<file path="config.mk">
export PLATFORM = sky130hd
export DESIGN_NAME = pwm_duty_and_ocr_timing_config
export DESIGN_NICKNAME = d
export VERILOG_FILES = /design/src/pwm_ocr_pkg.sv /design/src/pwm_duty_and_ocr_timing_config.sv /design/src/retry_unit.sv
export SDC_FILE = /design/constraint.sdc
export NUM_CORES = 1
export LEC_CHECK = 0
export BUFFER_PORTS_ARGS = -buffer_cell sky130_fd_sc_hd__buf_2
export CORE_MARGIN = 5
export CORE_UTILIZATION = 40
export CTS_CLUSTER_DIAMETER = 60
export DETAILED_ROUTE_END_ITERATION = 8
export GPL_TIMING_DRIVEN = 0
export SKIP_CTS_REPAIR_TIMING = 1
export SYNTH_ARGS = -nofsm -noshare
export SYNTH_HDL_FRONTEND = slang
export SYNTH_SLANG_ARGS = --single-unit
export TNS_END_PERCENT = 20
</file>
<file path="constraint.sdc">
create_clock -name sys_clk -period 14.6 [get_ports sys_clk]
set_input_delay 0.73 -clock sys_clk [delete_from_list [all_inputs] [get_ports sys_clk]]
set_output_delay 0.73 -clock sys_clk [all_outputs]
set_load 0.01 [all_outputs]
</file>
<file path="src/pwm_ocr_pkg.sv">
package pwm_ocr_pkg;
  // ==========================================================
  // register map
  localparam int ADDR_W = 6;
  localparam int DATA_W = 24;
  localparam logic [ADDR_W-1:0] ADDR_RETRY_TIMING = 6'h30;
  localparam logic [ADDR_W-1:0] ADDR_DUTY_FIRST = 6'h32;
  localparam logic [ADDR_W-1:0] ADDR_DUTY_LAST = 6'h36;
  localparam logic [ADDR_W-1:0] ADDR_RATE_SELECT = 6'h37;
  localparam logic [ADDR_W-1:0] ADDR_SPARE = 6'h38;
  localparam logic [DATA_W-1:0] RETRY_TIMING_MASK = 24'h00_0FFF;
  localparam logic [DATA_W-1:0] RETRY_TIMING_RESET = 24'h00_0540;
  localparam logic [DATA_W-1:0] DUTY_MASK = 24'h3F_F3FF;
  localparam logic [DATA_W-1:0] RATE_MASK = 24'h00_03FF;
  localparam logic [DATA_W-1:0] ZERO_WORD = 24'h00_0000;
  // ==========================================================
  // fields
  localparam int DUTY_W = 10;
  localparam int NUM_CH = 10;
  localparam int NUM_PAIRS = 5;
  localparam int ODD_DUTY_LSB = 12;
  localparam int EVEN_DUTY_LSB = 0;
  localparam int CFG_ON_LSB = 10;
  localparam int MID_ON_LSB = 8;
  localparam int BRIDGE_ON_LSB = 6;
  localparam int CFG_RATE_LSB = 4;
  localparam int MID_RATE_LSB = 2;
  localparam int BRIDGE_RATE_LSB = 0;
  localparam int NUM_RETRY = 6;
  localparam int FIRST_BRIDGE = 3;
  // ==========================================================
  // timing
  localparam int CLK_MHZ = 50;
  localparam int SYS_CLK_HZ = 50_000_000;
  localparam int PWM_FAST_HZ = 200;
  localparam int PWM_STEPS = 1024;
  localparam int PWM_STEP_CYCLES = SYS_CLK_HZ / (PWM_FAST_HZ * PWM_STEPS);
  localparam int TIMER_W = 16;
  // ==========================================================
  // retry state
  typedef enum logic [2:0] {
    RETRY_IDLE = 3'b001,
    RETRY_ON = 3'b010,
    RETRY_OFF = 3'b100
  } retry_state_t;
endpackage : pwm_ocr_pkg

</file>
<file path="src/pwm_duty_and_ocr_timing_config.sv">
`timescale 1ns/1ps
module pwm_duty_and_ocr_timing_config
  import pwm_ocr_pkg::*;
#(
  parameter int ON_TIME_US_0 = 88,
  parameter int ON_TIME_US_1 = 80,
  parameter int ON_TIME_US_2 = 72,
  parameter int ON_TIME_US_3 = 64,
  parameter int RETRY_HZ_0 = 1700,
  parameter int RETRY_HZ_1 = 2200,
  parameter int RETRY_HZ_2 = 3000,
  parameter int RETRY_HZ_3 = 4400,
  parameter int BLANK_US = 8,
  parameter int STEP_CYCLES = PWM_STEP_CYCLES
) (
  input wire logic sys_clk,
  input wire logic rstn,
  input wire logic reg_wr_en,
  input wire logic reg_rd_en,
  input wire logic [ADDR_W-1:0] reg_addr,
  input wire logic [DATA_W-1:0] reg_wdata,
  output logic [DATA_W-1:0] reg_rdata,
  input wire logic [NUM_RETRY-1:0] overcurrent_in,
  input wire logic [NUM_RETRY-1:0] recovery_enable,
  output logic [NUM_CH-1:0] pwm_out,
  output logic [NUM_RETRY-1:0] retry_drive
);
  // ==========================================================
  // derived timing, on-times exact, periods rounded down
  localparam logic [TIMER_W-1:0] ON_CYC [4] = '{
    TIMER_W'(ON_TIME_US_0 * CLK_MHZ), TIMER_W'(ON_TIME_US_1 * CLK_MHZ),
    TIMER_W'(ON_TIME_US_2 * CLK_MHZ), TIMER_W'(ON_TIME_US_3 * CLK_MHZ)};
  localparam logic [TIMER_W-1:0] PERIOD_CYC [4] = '{
    TIMER_W'(SYS_CLK_HZ / RETRY_HZ_0), TIMER_W'(SYS_CLK_HZ / RETRY_HZ_1),
    TIMER_W'(SYS_CLK_HZ / RETRY_HZ_2), TIMER_W'(SYS_CLK_HZ / RETRY_HZ_3)};
  localparam logic [TIMER_W-1:0] BLANK_CYC = TIMER_W'(BLANK_US * CLK_MHZ);
  localparam int PRESC_W = $clog2(STEP_CYCLES + 1);
  localparam logic [PRESC_W-1:0] PRESC_LAST = PRESC_W'(STEP_CYCLES - 1);

  // ==========================================================
  // reset release
  logic rst_meta_reg, rst_n;

  always_ff @(posedge sys_clk or negedge rstn) begin
    if (!rstn) begin
      rst_meta_reg <= 1'b0;
      rst_n <= 1'b0;
    end else begin
      rst_meta_reg <= 1'b1;
      rst_n <= rst_meta_reg;
    end
  end

  // ==========================================================
  // register file
  logic [DATA_W-1:0] retry_timing_reg, retry_timing_next;
  logic [DATA_W-1:0] duty_reg [NUM_PAIRS];
  logic [DATA_W-1:0] duty_next [NUM_PAIRS];
  logic [DATA_W-1:0] rate_select_reg, rate_select_next;
  logic [DATA_W-1:0] rdata_next;

  always_comb begin
    retry_timing_next = retry_timing_reg;
    rate_select_next = rate_select_reg;
    rdata_next = reg_rdata;
    for (int p = 0; p < NUM_PAIRS; p++) begin
      duty_next[p] = duty_reg[p];
    end
    if (reg_wr_en) begin
      // masking drops reserved bits; the spare word has no storage
      if (reg_addr == ADDR_RETRY_TIMING) begin
        retry_timing_next = reg_wdata & RETRY_TIMING_MASK;
      end
      if (reg_addr == ADDR_RATE_SELECT) begin
        rate_select_next = reg_wdata & RATE_MASK;
      end
      for (int p = 0; p < NUM_PAIRS; p++) begin
        if (reg_addr == ADDR_DUTY_FIRST + ADDR_W'(p)) begin
          duty_next[p] = reg_wdata & DUTY_MASK;
        end
      end
    end
    if (reg_rd_en) begin
      rdata_next = ZERO_WORD;
      if (reg_addr == ADDR_RETRY_TIMING) begin
        rdata_next = retry_timing_reg;
      end
      if (reg_addr == ADDR_RATE_SELECT) begin
        rdata_next = rate_select_reg;
      end
      if (reg_addr >= ADDR_DUTY_FIRST && reg_addr <= ADDR_DUTY_LAST) begin
        rdata_next = duty_reg[3'(reg_addr - ADDR_DUTY_FIRST)];
      end
    end
  end

  always_ff @(posedge sys_clk or negedge rst_n) begin
    if (!rst_n) begin
      retry_timing_reg <= RETRY_TIMING_RESET;
      rate_select_reg <= ZERO_WORD;
      reg_rdata <= ZERO_WORD;
      for (int p = 0; p < NUM_PAIRS; p++) begin
        duty_reg[p] <= ZERO_WORD;
      end
    end else begin
      retry_timing_reg <= retry_timing_next;
      rate_select_reg <= rate_select_next;
      reg_rdata <= rdata_next;
      for (int p = 0; p < NUM_PAIRS; p++) begin
        duty_reg[p] <= duty_next[p];
      end
    end
  end

  // ==========================================================
  // step prescaler, one tick per 1/1024 of the 200 Hz period
  logic [PRESC_W-1:0] presc_reg, presc_next;
  logic tick_reg, tick_next;

  always_comb begin
    tick_next = (presc_reg == PRESC_LAST);
    presc_next = tick_next ? '0 : presc_reg + 1'b1;
  end

  always_ff @(posedge sys_clk or negedge rst_n) begin
    if (!rst_n) begin
      presc_reg <= '0;
      tick_reg <= 1'b0;
    end else begin
      presc_reg <= presc_next;
      tick_reg <= tick_next;
    end
  end

  // ==========================================================
  // pwm channels; channel k sits at index k-1
  genvar ch;
  generate
    for (ch = 0; ch < NUM_CH; ch++) begin : g_channel
      logic [DUTY_W:0] phase_reg, phase_next;
      logic [DUTY_W-1:0] position;
      logic [DUTY_W-1:0] duty_code;
      logic out_next;

      always_comb begin
        // even index is an odd-numbered channel, upper field of its pair
        if (ch % 2 == 0) begin
          duty_code = duty_reg[ch / 2][ODD_DUTY_LSB +: DUTY_W];
        end else begin
          duty_code = duty_reg[ch / 2][EVEN_DUTY_LSB +: DUTY_W];
        end
        phase_next = tick_reg ? phase_reg + 1'b1 : phase_reg;
        // 100 Hz steps on every second tick; a rate change may cut one period short
        if (rate_select_reg[ch]) begin
          position = phase_reg[DUTY_W-1:0];
        end else begin
          position = phase_reg[DUTY_W:1];
        end
        // strict compare: code 0 never high, top code low for one step
        out_next = (position < duty_code);
      end

      always_ff @(posedge sys_clk or negedge rst_n) begin
        if (!rst_n) begin
          phase_reg <= '0;
          pwm_out[ch] <= 1'b0;
        end else begin
          phase_reg <= phase_next;
          pwm_out[ch] <= out_next;
        end
      end
    end
  endgenerate

  // ==========================================================
  // overcurrent sense synchroniser
  logic [NUM_RETRY-1:0] oc_meta_reg, oc_sync_reg;

  always_ff @(posedge sys_clk or negedge rst_n) begin
    if (!rst_n) begin
      oc_meta_reg <= '0;
      oc_sync_reg <= '0;
    end else begin
      oc_meta_reg <= overcurrent_in;
      oc_sync_reg <= oc_meta_reg;
    end
  end

  // ==========================================================
  // retry timers: index 0 configurable, 1-2 mid outputs, 3-5 half bridges
  genvar oi;
  generate
    for (oi = 0; oi < NUM_RETRY; oi++) begin : g_retry
      localparam int ON_LSB = (oi == 0) ? CFG_ON_LSB :
                              (oi < FIRST_BRIDGE) ? MID_ON_LSB : BRIDGE_ON_LSB;
      localparam int RATE_LSB = (oi == 0) ? CFG_RATE_LSB :
                                (oi < FIRST_BRIDGE) ? MID_RATE_LSB : BRIDGE_RATE_LSB;
      logic [1:0] on_code;
      logic [1:0] rate_code;

      always_comb begin
        on_code = retry_timing_reg[ON_LSB +: 2];
        rate_code = retry_timing_reg[RATE_LSB +: 2];
      end

      retry_unit u_retry (
        .sys_clk(sys_clk),
        .rst_n(rst_n),
        .enable(recovery_enable[oi]),
        .overcurrent(oc_sync_reg[oi]),
        .on_cycles(ON_CYC[on_code]),
        .period_cycles(PERIOD_CYC[rate_code]),
        .blank_cycles(BLANK_CYC),
        .drive(retry_drive[oi])
      );
    end
  endgenerate
endmodule : pwm_duty_and_ocr_timing_config

</file>
<file path="src/retry_unit.sv">
`timescale 1ns/1ps
module retry_unit
  import pwm_ocr_pkg::*;
(
  input wire logic sys_clk,
  input wire logic rst_n,
  input wire logic enable,
  input wire logic overcurrent,
  input wire logic [TIMER_W-1:0] on_cycles,
  input wire logic [TIMER_W-1:0] period_cycles,
  input wire logic [TIMER_W-1:0] blank_cycles,
  output logic drive
);
  retry_state_t state_reg, state_next;
  logic [TIMER_W-1:0] count_reg, count_next;
  logic fault_reg, fault_next;
  logic drive_next;

  // ==========================================================
  // retry sequencer
  always_comb begin
    state_next = state_reg;
    count_next = count_reg + 1'b1;
    fault_next = fault_reg;
    unique case (state_reg)
      RETRY_IDLE: begin
        count_next = '0;
        fault_next = 1'b0;
        if (enable && overcurrent) begin
          state_next = RETRY_OFF;
        end
      end
      RETRY_ON: begin
        // sensing is masked for the blanking part of the window
        if (overcurrent && count_reg >= blank_cycles) begin
          fault_next = 1'b1;
        end
        if (count_reg >= on_cycles - 1'b1) begin
          state_next = (fault_next) ? RETRY_OFF : RETRY_IDLE;
        end
      end
      RETRY_OFF: begin
        if (count_reg >= period_cycles - 1'b1) begin
          state_next = RETRY_ON;
          count_next = '0;
          fault_next = 1'b0;
        end
      end
      default: begin
        state_next = RETRY_IDLE;
      end
    endcase
    if (!enable) begin
      state_next = RETRY_IDLE;
      count_next = '0;
    end
    drive_next = (state_next == RETRY_ON);
  end

  always_ff @(posedge sys_clk or negedge rst_n) begin
    if (!rst_n) begin
      state_reg <= RETRY_IDLE;
      count_reg <= '0;
      fault_reg <= 1'b0;
      drive <= 1'b0;
    end else begin
      state_reg <= state_next;
      count_reg <= count_next;
      fault_reg <= fault_next;
      drive <= drive_next;
    end
  end
endmodule : retry_unit

</file>
After elaboration in Yosys (flattened, before gate mapping). Cells that the tools add are included.

Register bits after elaboration: 415. Input bits: 46. Logic and storage cells: 309.

Add/sub/neg operators: 24. Magnitude comparators: 37. Eq/ne operators: 38. Multiplexer cells: 113. Bitwise logic cells: 7. Reduce and logical (&&, ||, !) cells: 32.

Operators with widths (number): two-way mux 16 bit (24); binary-select mux 16 bit (select 2 bit) (6); >= comparator 16 bit (12); one-hot mux 16 bit (2 select lines) (6); adder 11 x 1 -> 11 bit (second input constant) (10); less-than comparator 10 bit (10); two-way mux 10 bit (10); adder 16 x 1 -> 16 bit (second input constant) (6); >= comparator 16 x 9 -> 1 bit (second input constant) (6); subtractor 16 x 1 -> 16 bit (second input constant) (6); two-way mux 3 bit (30); binary-select mux 24 bit (select 3 bit) (1); two-way mux 24 bit (3); one-hot mux 3 bit (3 select lines) (6); == test 6 bit (second input constant) (7); == test 3 x 2 -> 1 bit (second input constant) (12); AND reduction 2 bit (13); two-way mux 12 bit (2); == test 3 x 1 -> 1 bit (second input constant) (6); == test 3 bit (second input constant) (6); >= comparator 3 bit (second input constant) (6); two-way mux 1 bit (18); inverter 2 -> 3 bit (6); one-hot mux 1 bit (3 select lines) (6); other kinds (11) (33).

Logic depth before layout (Yosys ltp). Gate-level depths: netlist (run 1).

Depth after elaboration: 10. Depth in mapped cells: 11.

By module. From an unflattened synthesis (run 1), not the netlist that was laid out.

Cells, all modules: 3259. Area total of the unflattened synthesis: 31547.8 um^2.

Modules (own cells, without submodules): pwm_duty_and_ocr_timing_config (instances 1, cells an instance 1422, area each 16027.9 um^2, sequential area each 7185.6 um^2); retry_unit at g_retry[2].u_retry ... (instances 3, cells an instance 305, area each 2586.2 um^2, sequential area each 526.8 um^2); retry_unit at g_retry[0].u_retry (instances 1, cells an instance 309, area each 2595.0 um^2, sequential area each 526.8 um^2); retry_unit at g_retry[5].u_retry (instances 1, cells an instance 304, area each 2583.7 um^2, sequential area each 526.8 um^2); retry_unit at g_retry[1].u_retry (instances 1, cells an instance 309, area each 2582.5 um^2, sequential area each 526.8 um^2).

Least setup slack after synthesis (run 1). No wires, ideal clock.

Path kind: register to register. Start: register retry_timing_reg[0]. End: register g_retry[4].u_retry.count_reg[10]. Library setup time: 0.132 ns. Data arrival time: 2.608 ns. Data required time: 14.468 ns. Path slack: 11.860 ns. Stages on the path, launching flop included: 11. Path buffers: 1. Clock period less this slack: 2.740 ns. Cells stage by stage: dfrtp_1 -> inv_1 -> ha_1 -> inv_1 -> ha_1 -> nand4_1 -> o41a_1 -> o21ai_1 -> a31o_2 -> clkbuf_1 -> nor2_1.

Longest elaborated chain between the ends: 9.

RTL lines: start, declared (line pwm_duty_and_ocr_timing_config.sv:56) `logic [DATA_W-1:0] retry_timing_reg, retry_timing_next;`; start signal, assigned (line pwm_duty_and_ocr_timing_config.sv:106) `retry_timing_reg <= retry_timing_next;`; inverter 2 -> 3 bit (not written as such) (line pwm_duty_and_ocr_timing_config.sv:212) `.period_cycles(PERIOD_CYC[rate_code]),`; binary-select mux 16 bit (select 2 bit) (line pwm_duty_and_ocr_timing_config.sv:212); two-way mux 16 bit (not written as such) (2 in series) (line pwm_duty_and_ocr_timing_config.sv:212); subtractor 16 x 1 -> 16 bit (line retry_unit.sv:43) `if (count_reg >= period_cycles - 1'b1) begin`; >= comparator 16 bit (line retry_unit.sv:43); two-way mux 16 bit (line retry_unit.sv:43); one-hot mux 16 bit (2 select lines) (line retry_unit.sv:25) `unique case (state_reg)`; two-way mux 16 bit (line retry_unit.sv:53) `if (!enable) begin`; via g_retry[4].u_retry.count_next[10] (line retry_unit.sv:15) `logic [TIMER_W-1:0] count_reg, count_next;`; end signal, assigned (line retry_unit.sv:68) `count_reg <= count_next;`; end, declared (line retry_unit.sv:15).

The timed path passes the listed nets, and every way through them passes these cells. The select of a mux whose other input is x is not followed. A chain may end at the register's enable or synchronous reset.

Final worst setup path (run 1).
Start: register retry_timing_reg[1]. End: register g_retry[5].u_retry.count_reg[12].

Longest elaborated chain between the ends: 9.

RTL lines (line): inverter 2 -> 3 bit (not written as such) (pwm_duty_and_ocr_timing_config.sv:212); binary-select mux 16 bit (select 2 bit) (pwm_duty_and_ocr_timing_config.sv:212); two-way mux 16 bit (not written as such) (2 in series) (pwm_duty_and_ocr_timing_config.sv:212); subtractor 16 x 1 -> 16 bit (retry_unit.sv:43); >= comparator 16 bit (retry_unit.sv:43); two-way mux 16 bit (retry_unit.sv:43); one-hot mux 16 bit (2 select lines) (retry_unit.sv:25); two-way mux 16 bit (retry_unit.sv:53); via g_retry[5].u_retry.count_next[12] (retry_unit.sv:15); end signal, assigned (retry_unit.sv:68); end, declared (retry_unit.sv:15).

The timed path passes the listed nets, and every way through them passes these cells. The select of a mux whose other input is x is not followed.

==> results.toml, run 1 <==
[placed_design]
portBuffers = 77
place_hpwl_um = 49570
place.gp.congestion = 0.9228
place_ws_ps = 10810
dpl_cell_area_sq_um = 27200

[synthesis]
synthAdderAreaFrac = 0.1487
ys_top_cells_by_area = "dfrtp_1 40%, ha_1 15%, mux2_2 6.9%, xnor2_1 4.4%, nand2_1 3.7%"
synthTopCellsByCount = "404 x dfrtp_1, 303 x ha_1, 254 x nand2_1"
synth_compound_area_frac = 0.1182
yosysTopAreaCellShare = 0.3965
syn_area_sq_um = 25500
yosys.area_share.simple = 0.1441
synth.largest_area_cell = "dfrtp_1"
ys.flop_type = "dfrtp_1"
synthCells = 2603
ys_ff_latch = 413
yosysMostFrequentCell = "dfrtp_1"
seq_area_frac_synth = 0.4057
synth_xor_xnor_area_share = 0.06732
asyncSetResetFlopFracSynth = 1.000
synth_edf_count = 0
ys_warn_count = 0
synth_area_per_cell_sq_um = 9.796
synth_top_family_by_area = "adder cells"
synthDistinctLibCells = 73
synth.mux.area_fraction = 0.07439

[cts]
clkSinkCount = 413
tritoncts.num_buffers = 51
cts_tree = "yes"
clk_path_buf_depth = 3
clkTransAtPathRegs_ps = 60
clk_latency_ps = 590
h-tree-depth = 2
root_buffer = "clkbuf_16"

[detailed_routing]
post_drt_via_cell_ratio = 5.377
ant_nets = 0
vias = 19640
drcViolationCount = 0
drt_iter0_drc = 1189
routed_wl_um = 66270
firstDrtPassIters = 5
wl_per_cell_um = 18.15

[die]
core_sq_um = 63080
row_count = 92
die-area_sq_um = 68900
die_y_um = 262.5
die_x_um = 262.5
ios = 86
start_util = 0.4042

[timing]
skew_ps = 14.01
timing.final.ws_setup_ps = 10820
min_period_over_period = 0.2589
period_minus_slack_ps = 3781
fmax_mhz = 264.5
rsz0062_at_grt = "false"
slew_headroom = 0.2873
setup_viol = 0
drv_slew = 0
final_hold_viol_count = 0
max_slew.worst_pin.slew_ps = 1069

[power_and_ir_drop]
p_total_mw = 3.138
leakage_nw = 14.05
power.switching_mw = 0.8973
clockPowerShare = 0.435
vdd.ir_drop.worst_mv = 0.06468
sw_frac_of_total = 0.2859
power_density_nw_per_um2 = 108.0
combPwrFrac = 0.156
p_seq_frac = 0.408
p_int_mw = 2.241

[critical_path]
cp-end-kind = "flip-flop"
crit_fanout = 10
worst-endpoint-arrival_ps = 4240
reg2regPathDepth = 9
critPathKind = "reg2reg"
startpoint_type = "flip-flop"
cp.required_ps = 15060

[layout]
nets = 3109
area_growth_pct = 13.97
largest_reg_flops = 110
drive_above_1_share = 0.1356
stdcell_area_sq_um = 29060

[global_routing]
grt_pass1_wl_um = 108600
grt_pass1_vias = 20050
grt_overflow = 0
grt_max_degree = 72
antenna_found_initial = 4
grt_usage = 0.1899

[worst_hold_path]
hp-class = "in2reg"
hold-path-cell-count = 1

[job]
drv_cap = 0

[outcome]
status = "finished clean"
-- path summary, 6_finish.rpt --
path,endpoint,slack [ps],from
min in group asynchronous,g_channel[9].phase_reg[3],330,rst_n
max in group asynchronous,g_retry[0].u_retry.state_reg[0],12390,rst_n
min,oc_meta_reg[1],240,overcurrent_in[1]
max reg2reg,g_retry[5].u_retry.count_reg[12],10820,retry_timing_reg[1]
min reg2reg,g_channel[9].phase_reg[3],330,rst_n
max,g_retry[5].u_retry.count_reg[12],10820,retry_timing_reg[1]
-- metal layers --
layer  wire length [um]  global-route usage  vias up
met5                  0                   0        -
met4               1853             0.05483        0
met3               3779             0.03623      101
met2              29870              0.3062      424
met1              30770              0.2625     9617
li1                   -                   -     9493
-- power groups by stage --
stage               sequential (mW)  clock, mW  combinational, mW
floorplan                      1.29          0              0.318
global placement               1.32          0              0.436
detailed placement             1.30          0              0.489
CTS                            1.28       1.40              0.491
global route                   1.29       1.44              0.558
finish                         1.28       1.37              0.491
-- per-stage QoR --
stage,hold WS (ps),setup TNS (ps),utilization,cells
floorplan,331.2,0,-,2622
global placement,335.2,-938450,0.4283,3545
detailed placement,337.3,0,0.4312,3552
CTS,-132.3,0,0.4604,3648
global route,212.2,0,0.4606,3650
finish,239.8,0,0.4607,3652
-- layout by cell type (no fill, tap or decap), types with 11 or more instances in the layout --
| master | instances |
|---|---|
| nand2_1 | 254 |
| a211oi_1 | 23 |
| a21oi_1 | 97 |
| clkbuf_8 | 15 |
| o22ai_1 | 18 |
| inv_1 | 177 |
| nand3_1 | 102 |
| o211ai_1 | 12 |
| nand2b_1 | 14 |
| a211o_1 | 16 |
| nand4_1 | 52 |
| buf_1 | 18 |
| conb_1 | 21 |
| o221ai_1 | 13 |
| o21a_1 | 13 |
| xor2_1 | 67 |
| mux2_2 | 156 |
| clkbuf_16 | 52 |
| nor2_1 | 213 |
| and2_1 | 11 |
| buf_2 | 87 |
| o21ai_0 | 154 |
| dfrtp_1 | 403 |
| nor3_1 | 37 |
| a21o_1 | 26 |
| nor3b_1 | 12 |
| clkbuf_1 | 60 |
| mux2i_1 | 14 |
| ha_1 | 303 |
| and3_1 | 38 |
| xnor2_1 | 129 |
-- layout make-up --
cell class              instances  area [sq um]
fillers                      5959         34020
multi-input cells            1942         14180
flip-flops and latches        413         10350
clock buffers                  75          1538
well taps                     846          1059
inverters                     178         668.1
repair buffers                 85         568.0
plain buffers                  89         384.1
clock inverters                21         310.3
diodes                          3         7.507
-- kinds of logic after synthesis --
group / count (synthesis)
other cells: 2
simple gates: 789
flops: 413
compound gates: 463
buf+inv: 267
fa+ha+maj: 303
xor+xnor: 196
mux: 170
-- critical path: stages, from the launching register on --
cell and delay, ps:
dfrtp_1 730, ha_1 570, inv_1 340, ha_1 390
o2111ai_1 110, o21ai_0 380, a211oi_1 210, o41ai_4 530
buf_2 320, nor2_1 70
No activity file was read; power rests on OpenSTA's default activity.
==> inputs of run 2 (changes only) <==
clock period = 3.61 ns   (was 14.6 ns; I/O delays follow)
==> run 2 against run 1 <==
Compared with the run above: the run now ends with hold timing left; power grew to 4.0 times the previous value; combinational power grew to 4.1 times the previous value; via count is 1.1% higher; largest cell class unchanged; critical path depth is 1 higher; maximum frequency is 11% higher; register-to-register slack worse by 11000 ps; utilization is 0.50 points higher; routed wire length is 0.27% higher; global-route usage is 0.25 points lower; worst hold slack worse by 270 ps; clock power grew to 3.9 times the previous value; largest power group unchanged; sequential cell count stayed put.
==> results.toml, run 2 (same netlist as run 1, synthesis figures left out) <==
[outcome]
status = "finished with violations"
violations = "hold timing"

[placed_design]
place_hpwl_um = 49500
place_inst = 3553
portBuffers = 77
place.gp.congestion = 0.9266

[critical_path]
startpoint_type = "flip-flop"
crit_fanout = 10
critPathKind = "reg2reg"
cp.required_ps = 4150
cp-end-kind = "flip-flop"
reg2regPathDepth = 10
r2r-end = "g_retry[3].u_retry.count_reg[8]"
timing.rr.start = "retry_timing_reg[1]"
reg2reg_slack_ps = 220
worst-endpoint-arrival_ps = 3930

[timing]
min_period_over_period = 0.9396
fmax_mhz = 294.8
setup_viol = 0
skew_ps = 31.66
drv_slew = 0
max_slew.worst_pin.slew_ps = 1099
rsz0062_at_grt = "false"
period_minus_slack_ps = 3392
final_hold_viol_count = 5
hold_ws_ps = -32.46
slew_headroom = 0.2672

[power_and_ir_drop]
combPwrFrac = 0.161
p_seq_frac = 0.413
p_total_mw = 12.54
power.switching_mw = 3.685
clockPowerShare = 0.426
p_int_mw = 8.851
power_density_nw_per_um2 = 426.7
leakage_nw = 14.18
sw_frac_of_total = 0.2940
vdd.ir_drop.worst_mv = 0.2967

[cts]
clk_latency_ps = 620
root_buffer = "clkbuf_16"
clkSinkCount = 413
h-tree-depth = 2
tritoncts.num_buffers = 52
cts_tree = "yes"
clk_path_buf_depth = 3
clkTransAtPathRegs_ps = 60

[layout]
final_common_cell = "dfrtp_1"
ff_latch_area_sq_um = 10350
largest_reg_flops = 110
layout_common_cells = "402 x dfrtp_1, 302 x ha_1, 254 x nand2_1"
multi_input_area_sq_um = 14200
nets = 3147
area_growth_pct = 15.21
finalNonFillerCells = 3687
nFillCells = 5954
drive_above_1_share = 0.1359

[global_routing]
grt_usage = 0.1874
antenna_found_initial = 1
grt_overflow = 0
grt_pass1_wl_um = 107300
grt_pass1_vias = 19880
grt_max_degree = 72

[worst_hold_path]
hp-class = "in2reg"
hold_end = "g_retry[1].u_retry.count_reg[2]"
hold_path_startpoint = "recovery_enable[1]"
hold-path-cell-count = 3

[detailed_routing]
routed_wl_um = 66450
drcViolationCount = 0
firstDrtPassIters = 7
wl_per_cell_um = 18.02
drt_iter0_drc = 1282
post_drt_via_cell_ratio = 5.382
vias = 19850
ant_nets = 0

[die]
die_y_um = 262.5
die-area_sq_um = 68900
start_util = 0.4042
core_sq_um = 63080
row_count = 92
ios = 86
die_x_um = 262.5

[job]
drv_cap = 0
## run 2: worst max path at each step
stage                              from                                to  slack (ps)  cells past startpoint
CTS                 retry_timing_reg[1]  g_retry[5].u_retry.count_reg[12]        -200                      9
global placement                  rst_n   g_retry[0].u_retry.state_reg[1]       -1990                      0
detailed placement  retry_timing_reg[1]  g_retry[5].u_retry.count_reg[10]        -170                      9
global route        retry_timing_reg[1]   g_retry[3].u_retry.count_reg[7]          60                     10
floorplan                         rst_n                       duty_reg[0]        -440                      0
finish              retry_timing_reg[1]   g_retry[3].u_retry.count_reg[8]         220                     10
## run 2: cell type report
type	count	area share
Tap cell	846	0.03603
Buffer	88	0.01295
Sequential cell	413	0.3524
Antenna cell	1	0.00008518
Multi-Input combinational cell	1942	0.4833
Inverter	178	0.02274
Clock buffer	65	0.04800
Clock inverter	31	0.01184
Timing Repair Buffer	123	0.03271
## run 2: critical path: stages (launching register included)
cell and delay, ps:
dfrtp_2 560, inv_1 140, ha_1 550, ha_1 330
a21o_1 160, a211oi_1 330, o211ai_1 160, o31ai_2 550
o31ai_4 190, buf_2 220, nor2_1 120
## run 2: power by group through the flow
stage	Clock [mW]	Combinational [mW]	Sequential, mW
floorplan	0	1.29	5.21
global placement	0	1.77	5.33
detailed placement	0	1.97	5.26
CTS	5.47	1.98	5.18
global route	5.68	2.29	5.21
finish	5.34	2.01	5.18
## run 2: stage by stage
| step | instance area [sq um] | setup TNS, ps | util | setup WS (ps) |
|---|---|---|---|---|
| global placement | 27020 | -785350 | 0.4283 | -1989 |
| detailed placement | 27220 | -4158 | 0.4316 | -172.3 |
| global route | 29370 | 0 | 0.4657 | 64.78 |
| CTS | 28980 | -4945 | 0.4595 | -196.2 |
| floorplan | 25570 | -176020 | - | -437.8 |
| finish | 29380 | 0 | 0.4657 | 217.9 |
## run 2: layer usage
metal,vias to the layer above,global-route usage,routed length (um)
li1,9575,-,-
met1,9682,0.2627,30920
met2,475,0.2974,29870
met3,113,0.03867,4019
met4,0,0.05045,1645
met5,-,0,0
==> inputs of run 3 (changes only) <==
--- a/config.mk
+++ b/config.mk
@@ -7,2 +7,3 @@
 export LEC_CHECK = 0
+export ABC_CLOCK_PERIOD_IN_PS = 3610
 export BUFFER_PORTS_ARGS = -buffer_cell sky130_fd_sc_hd__buf_2
==> constraint.sdc (replaced) <==
create_clock -name sys_clk -period 3.61 [get_ports sys_clk]
set_input_delay 0.9025 -clock sys_clk [delete_from_list [all_inputs] [get_ports sys_clk]]
set_output_delay 0.9025 -clock sys_clk [all_outputs]
set_load 0.01 [all_outputs]
==> run 3 against run 2 <==
Compared with the run above: the flow now finishes without violations; cell count down 0.95%; via count down 0.51%; sequential share of layout area up 0.43 points; die area unchanged; critical path depth unchanged; utilization down 0.57 points; global-route usage unchanged; sequential cell count unchanged; count of clock-buffer cells in the layout unchanged; combinational power about the same; power down 0.29%; worst hold slack better by 120 ps; largest cell class unchanged.
==> results.toml, run 3 (same netlist as run 1, synthesis figures left out) <==
[critical_path]
crit_end = "g_retry[3].u_retry.count_reg[8]"
r2r-end = "g_retry[3].u_retry.count_reg[8]"
critPathLaunch = "retry_timing_reg[1]"
crit_family = "compound AO/OA/AOI/OAI gates"
crit_cells = 10
crit_chain = "inv_1, ha_1, ha_1, a21o_1, a211oi_1, o211ai_1, o31ai_2, o31ai_4, buf_2, nor2_1"
crit_fanout = 10
timing.rr.start = "retry_timing_reg[1]"
cp-end-kind = "flip-flop"
reg2regPathDepth = 10
crit_buf_inv = 2
reg2reg_slack_ps = 220
slowest_stage = "dfrtp_2"
path_common_cell = "ha_1"
worst-endpoint-arrival_ps = 3940
critPathKind = "reg2reg"
cp.required_ps = 4150
startpoint_type = "flip-flop"
cpPeakStageDelay_ps = 560

[timing]
rsz0062_at_grt = "false"
timing.final.ws_setup_ps = 215.6
final_hold_viol_count = 0
drv_slew = 0
fmax_mhz = 294.6
max_slew.worst_pin.slew_ps = 1133
slew_headroom = 0.2444
min_period_over_period = 0.9403
skew_ps = 29.97
setup_viol = 0
period_minus_slack_ps = 3394

[layout]
drive_above_1_share = 0.1377
nFillCells = 5970
largest_reg_flops = 110
ff_latch_area_sq_um = 10350
final_common_cell = "dfrtp_1"
layout_common_cells = "402 x dfrtp_1, 302 x ha_1, 254 x nand2_1"
finalNonFillerCells = 3652
multi_input_area_sq_um = 14200
nets = 3111
area_growth_pct = 13.80

[placed_design]
place_inst = 3553
place_ws_ps = -172.3
portBuffers = 77
place_hpwl_um = 49500
place.gp.congestion = 0.9266

[detailed_routing]
routed_wl_um = 66220
firstDrtPassIters = 7
wl_per_cell_um = 18.13
post_drt_via_cell_ratio = 5.406
ant_nets = 0
drcViolationCount = 0
drt_iter0_drc = 1311
vias = 19740

[cts]
cts_tree = "yes"
clkSinkCount = 413
root_buffer = "clkbuf_16"
clk_path_buf_depth = 3
clkTransAtPathRegs_ps = 60
clk_latency_ps = 620
h-tree-depth = 2
tritoncts.num_buffers = 52

[global_routing]
grt_pass1_vias = 19880
antenna_found_initial = 1
grt_usage = 0.1874
grt_overflow = 0
grt_pass1_wl_um = 107300
grt_max_degree = 72

[die]
die_x_um = 262.5
start_util = 0.4042
die-area_sq_um = 68900
ios = 86
die_y_um = 262.5
row_count = 92
core_sq_um = 63080

[power_and_ir_drop]
power_density_nw_per_um2 = 430.8
leakage_nw = 14.03
vdd.ir_drop.worst_mv = 0.2966

[job]
drv_cap = 0

[outcome]
status = "finished clean"

[worst_hold_path]
hp-class = "in2async"
==> run 3: changes by cell type in the layout (fill, tap and decap cells not counted) <==
cell	change
diode_2	+1
dlygate4sd3_1	-36
==> run 3: cell type report <==
| cell class | count | area share |
|---|---|---|
| Antenna cell | 2 | 0.0001725 |
| Buffer | 88 | 0.01311 |
| Clock buffer | 65 | 0.04859 |
| Clock inverter | 31 | 0.01199 |
| Inverter | 178 | 0.02302 |
| Multi-Input combinational cell | 1942 | 0.4892 |
| Sequential cell | 413 | 0.3567 |
| Tap cell | 846 | 0.03648 |
| Timing Repair Buffer | 87 | 0.02070 |
==> run 3: worst register-to-register path, stage by stage, from the launching register on <==
cell and delay (ps):
dfrtp_2 560, inv_1 140, ha_1 560, ha_1 330, a21o_1 160, a211oi_1 330
o211ai_1 160, o31ai_2 540, o31ai_4 190, buf_2 230, nor2_1 120
==> run 3: per-layer routing <==
| layer | wire length, um | GRT usage | up-vias |
|---|---|---|---|
| met3 | 3922 | 0.03867 | 111 |
| met2 | 29740 | 0.2974 | 466 |
| met5 | 0 | 0 | - |
| met4 | 1610 | 0.05045 | 0 |
| li1 | - | - | 9506 |
| met1 | 30940 | 0.2627 | 9661 |
==> run 3: worst min path at each step <==
stage                           endpoint  slack, ps
after floorplan           oc_sync_reg[0]        330
after global placement    oc_sync_reg[2]        330
after detailed placement  oc_sync_reg[2]        340
after CTS                          rst_n         50
after global routing               rst_n         70
final                              rst_n         80
==> run 3: metrics by stage <==
stage / power (mW) / cell area (sq um) / util / hold WS [ps] / setup TNS (ps)
2_1_floorplan: 6.501 / 25570 / - / 331.2 / -176020
3_3_place_gp: 7.094 / 27020 / 0.4283 / 333.7 / -787760
3_5_place_dp: 7.230 / 27220 / 0.4316 / 335.5 / -4158
4_1_cts: 12.63 / 28980 / 0.4595 / 46.58 / -4945
5_1_grt: 13.14 / 29010 / 0.4600 / 65.87 / 0
6_report: 12.50 / 29020 / 0.4600 / 82.93 / 0
==> run 3: where the power goes <==
part	internal, mW	leakage (nW)	total (mW)	switching (mW)
combinational	0.744	7.79	1.98	1.24
sequential	4.92	5.37	5.18	0.259
clock	3.16	0.870	5.33	2.18
total	8.82	14.0	12.5	3.68
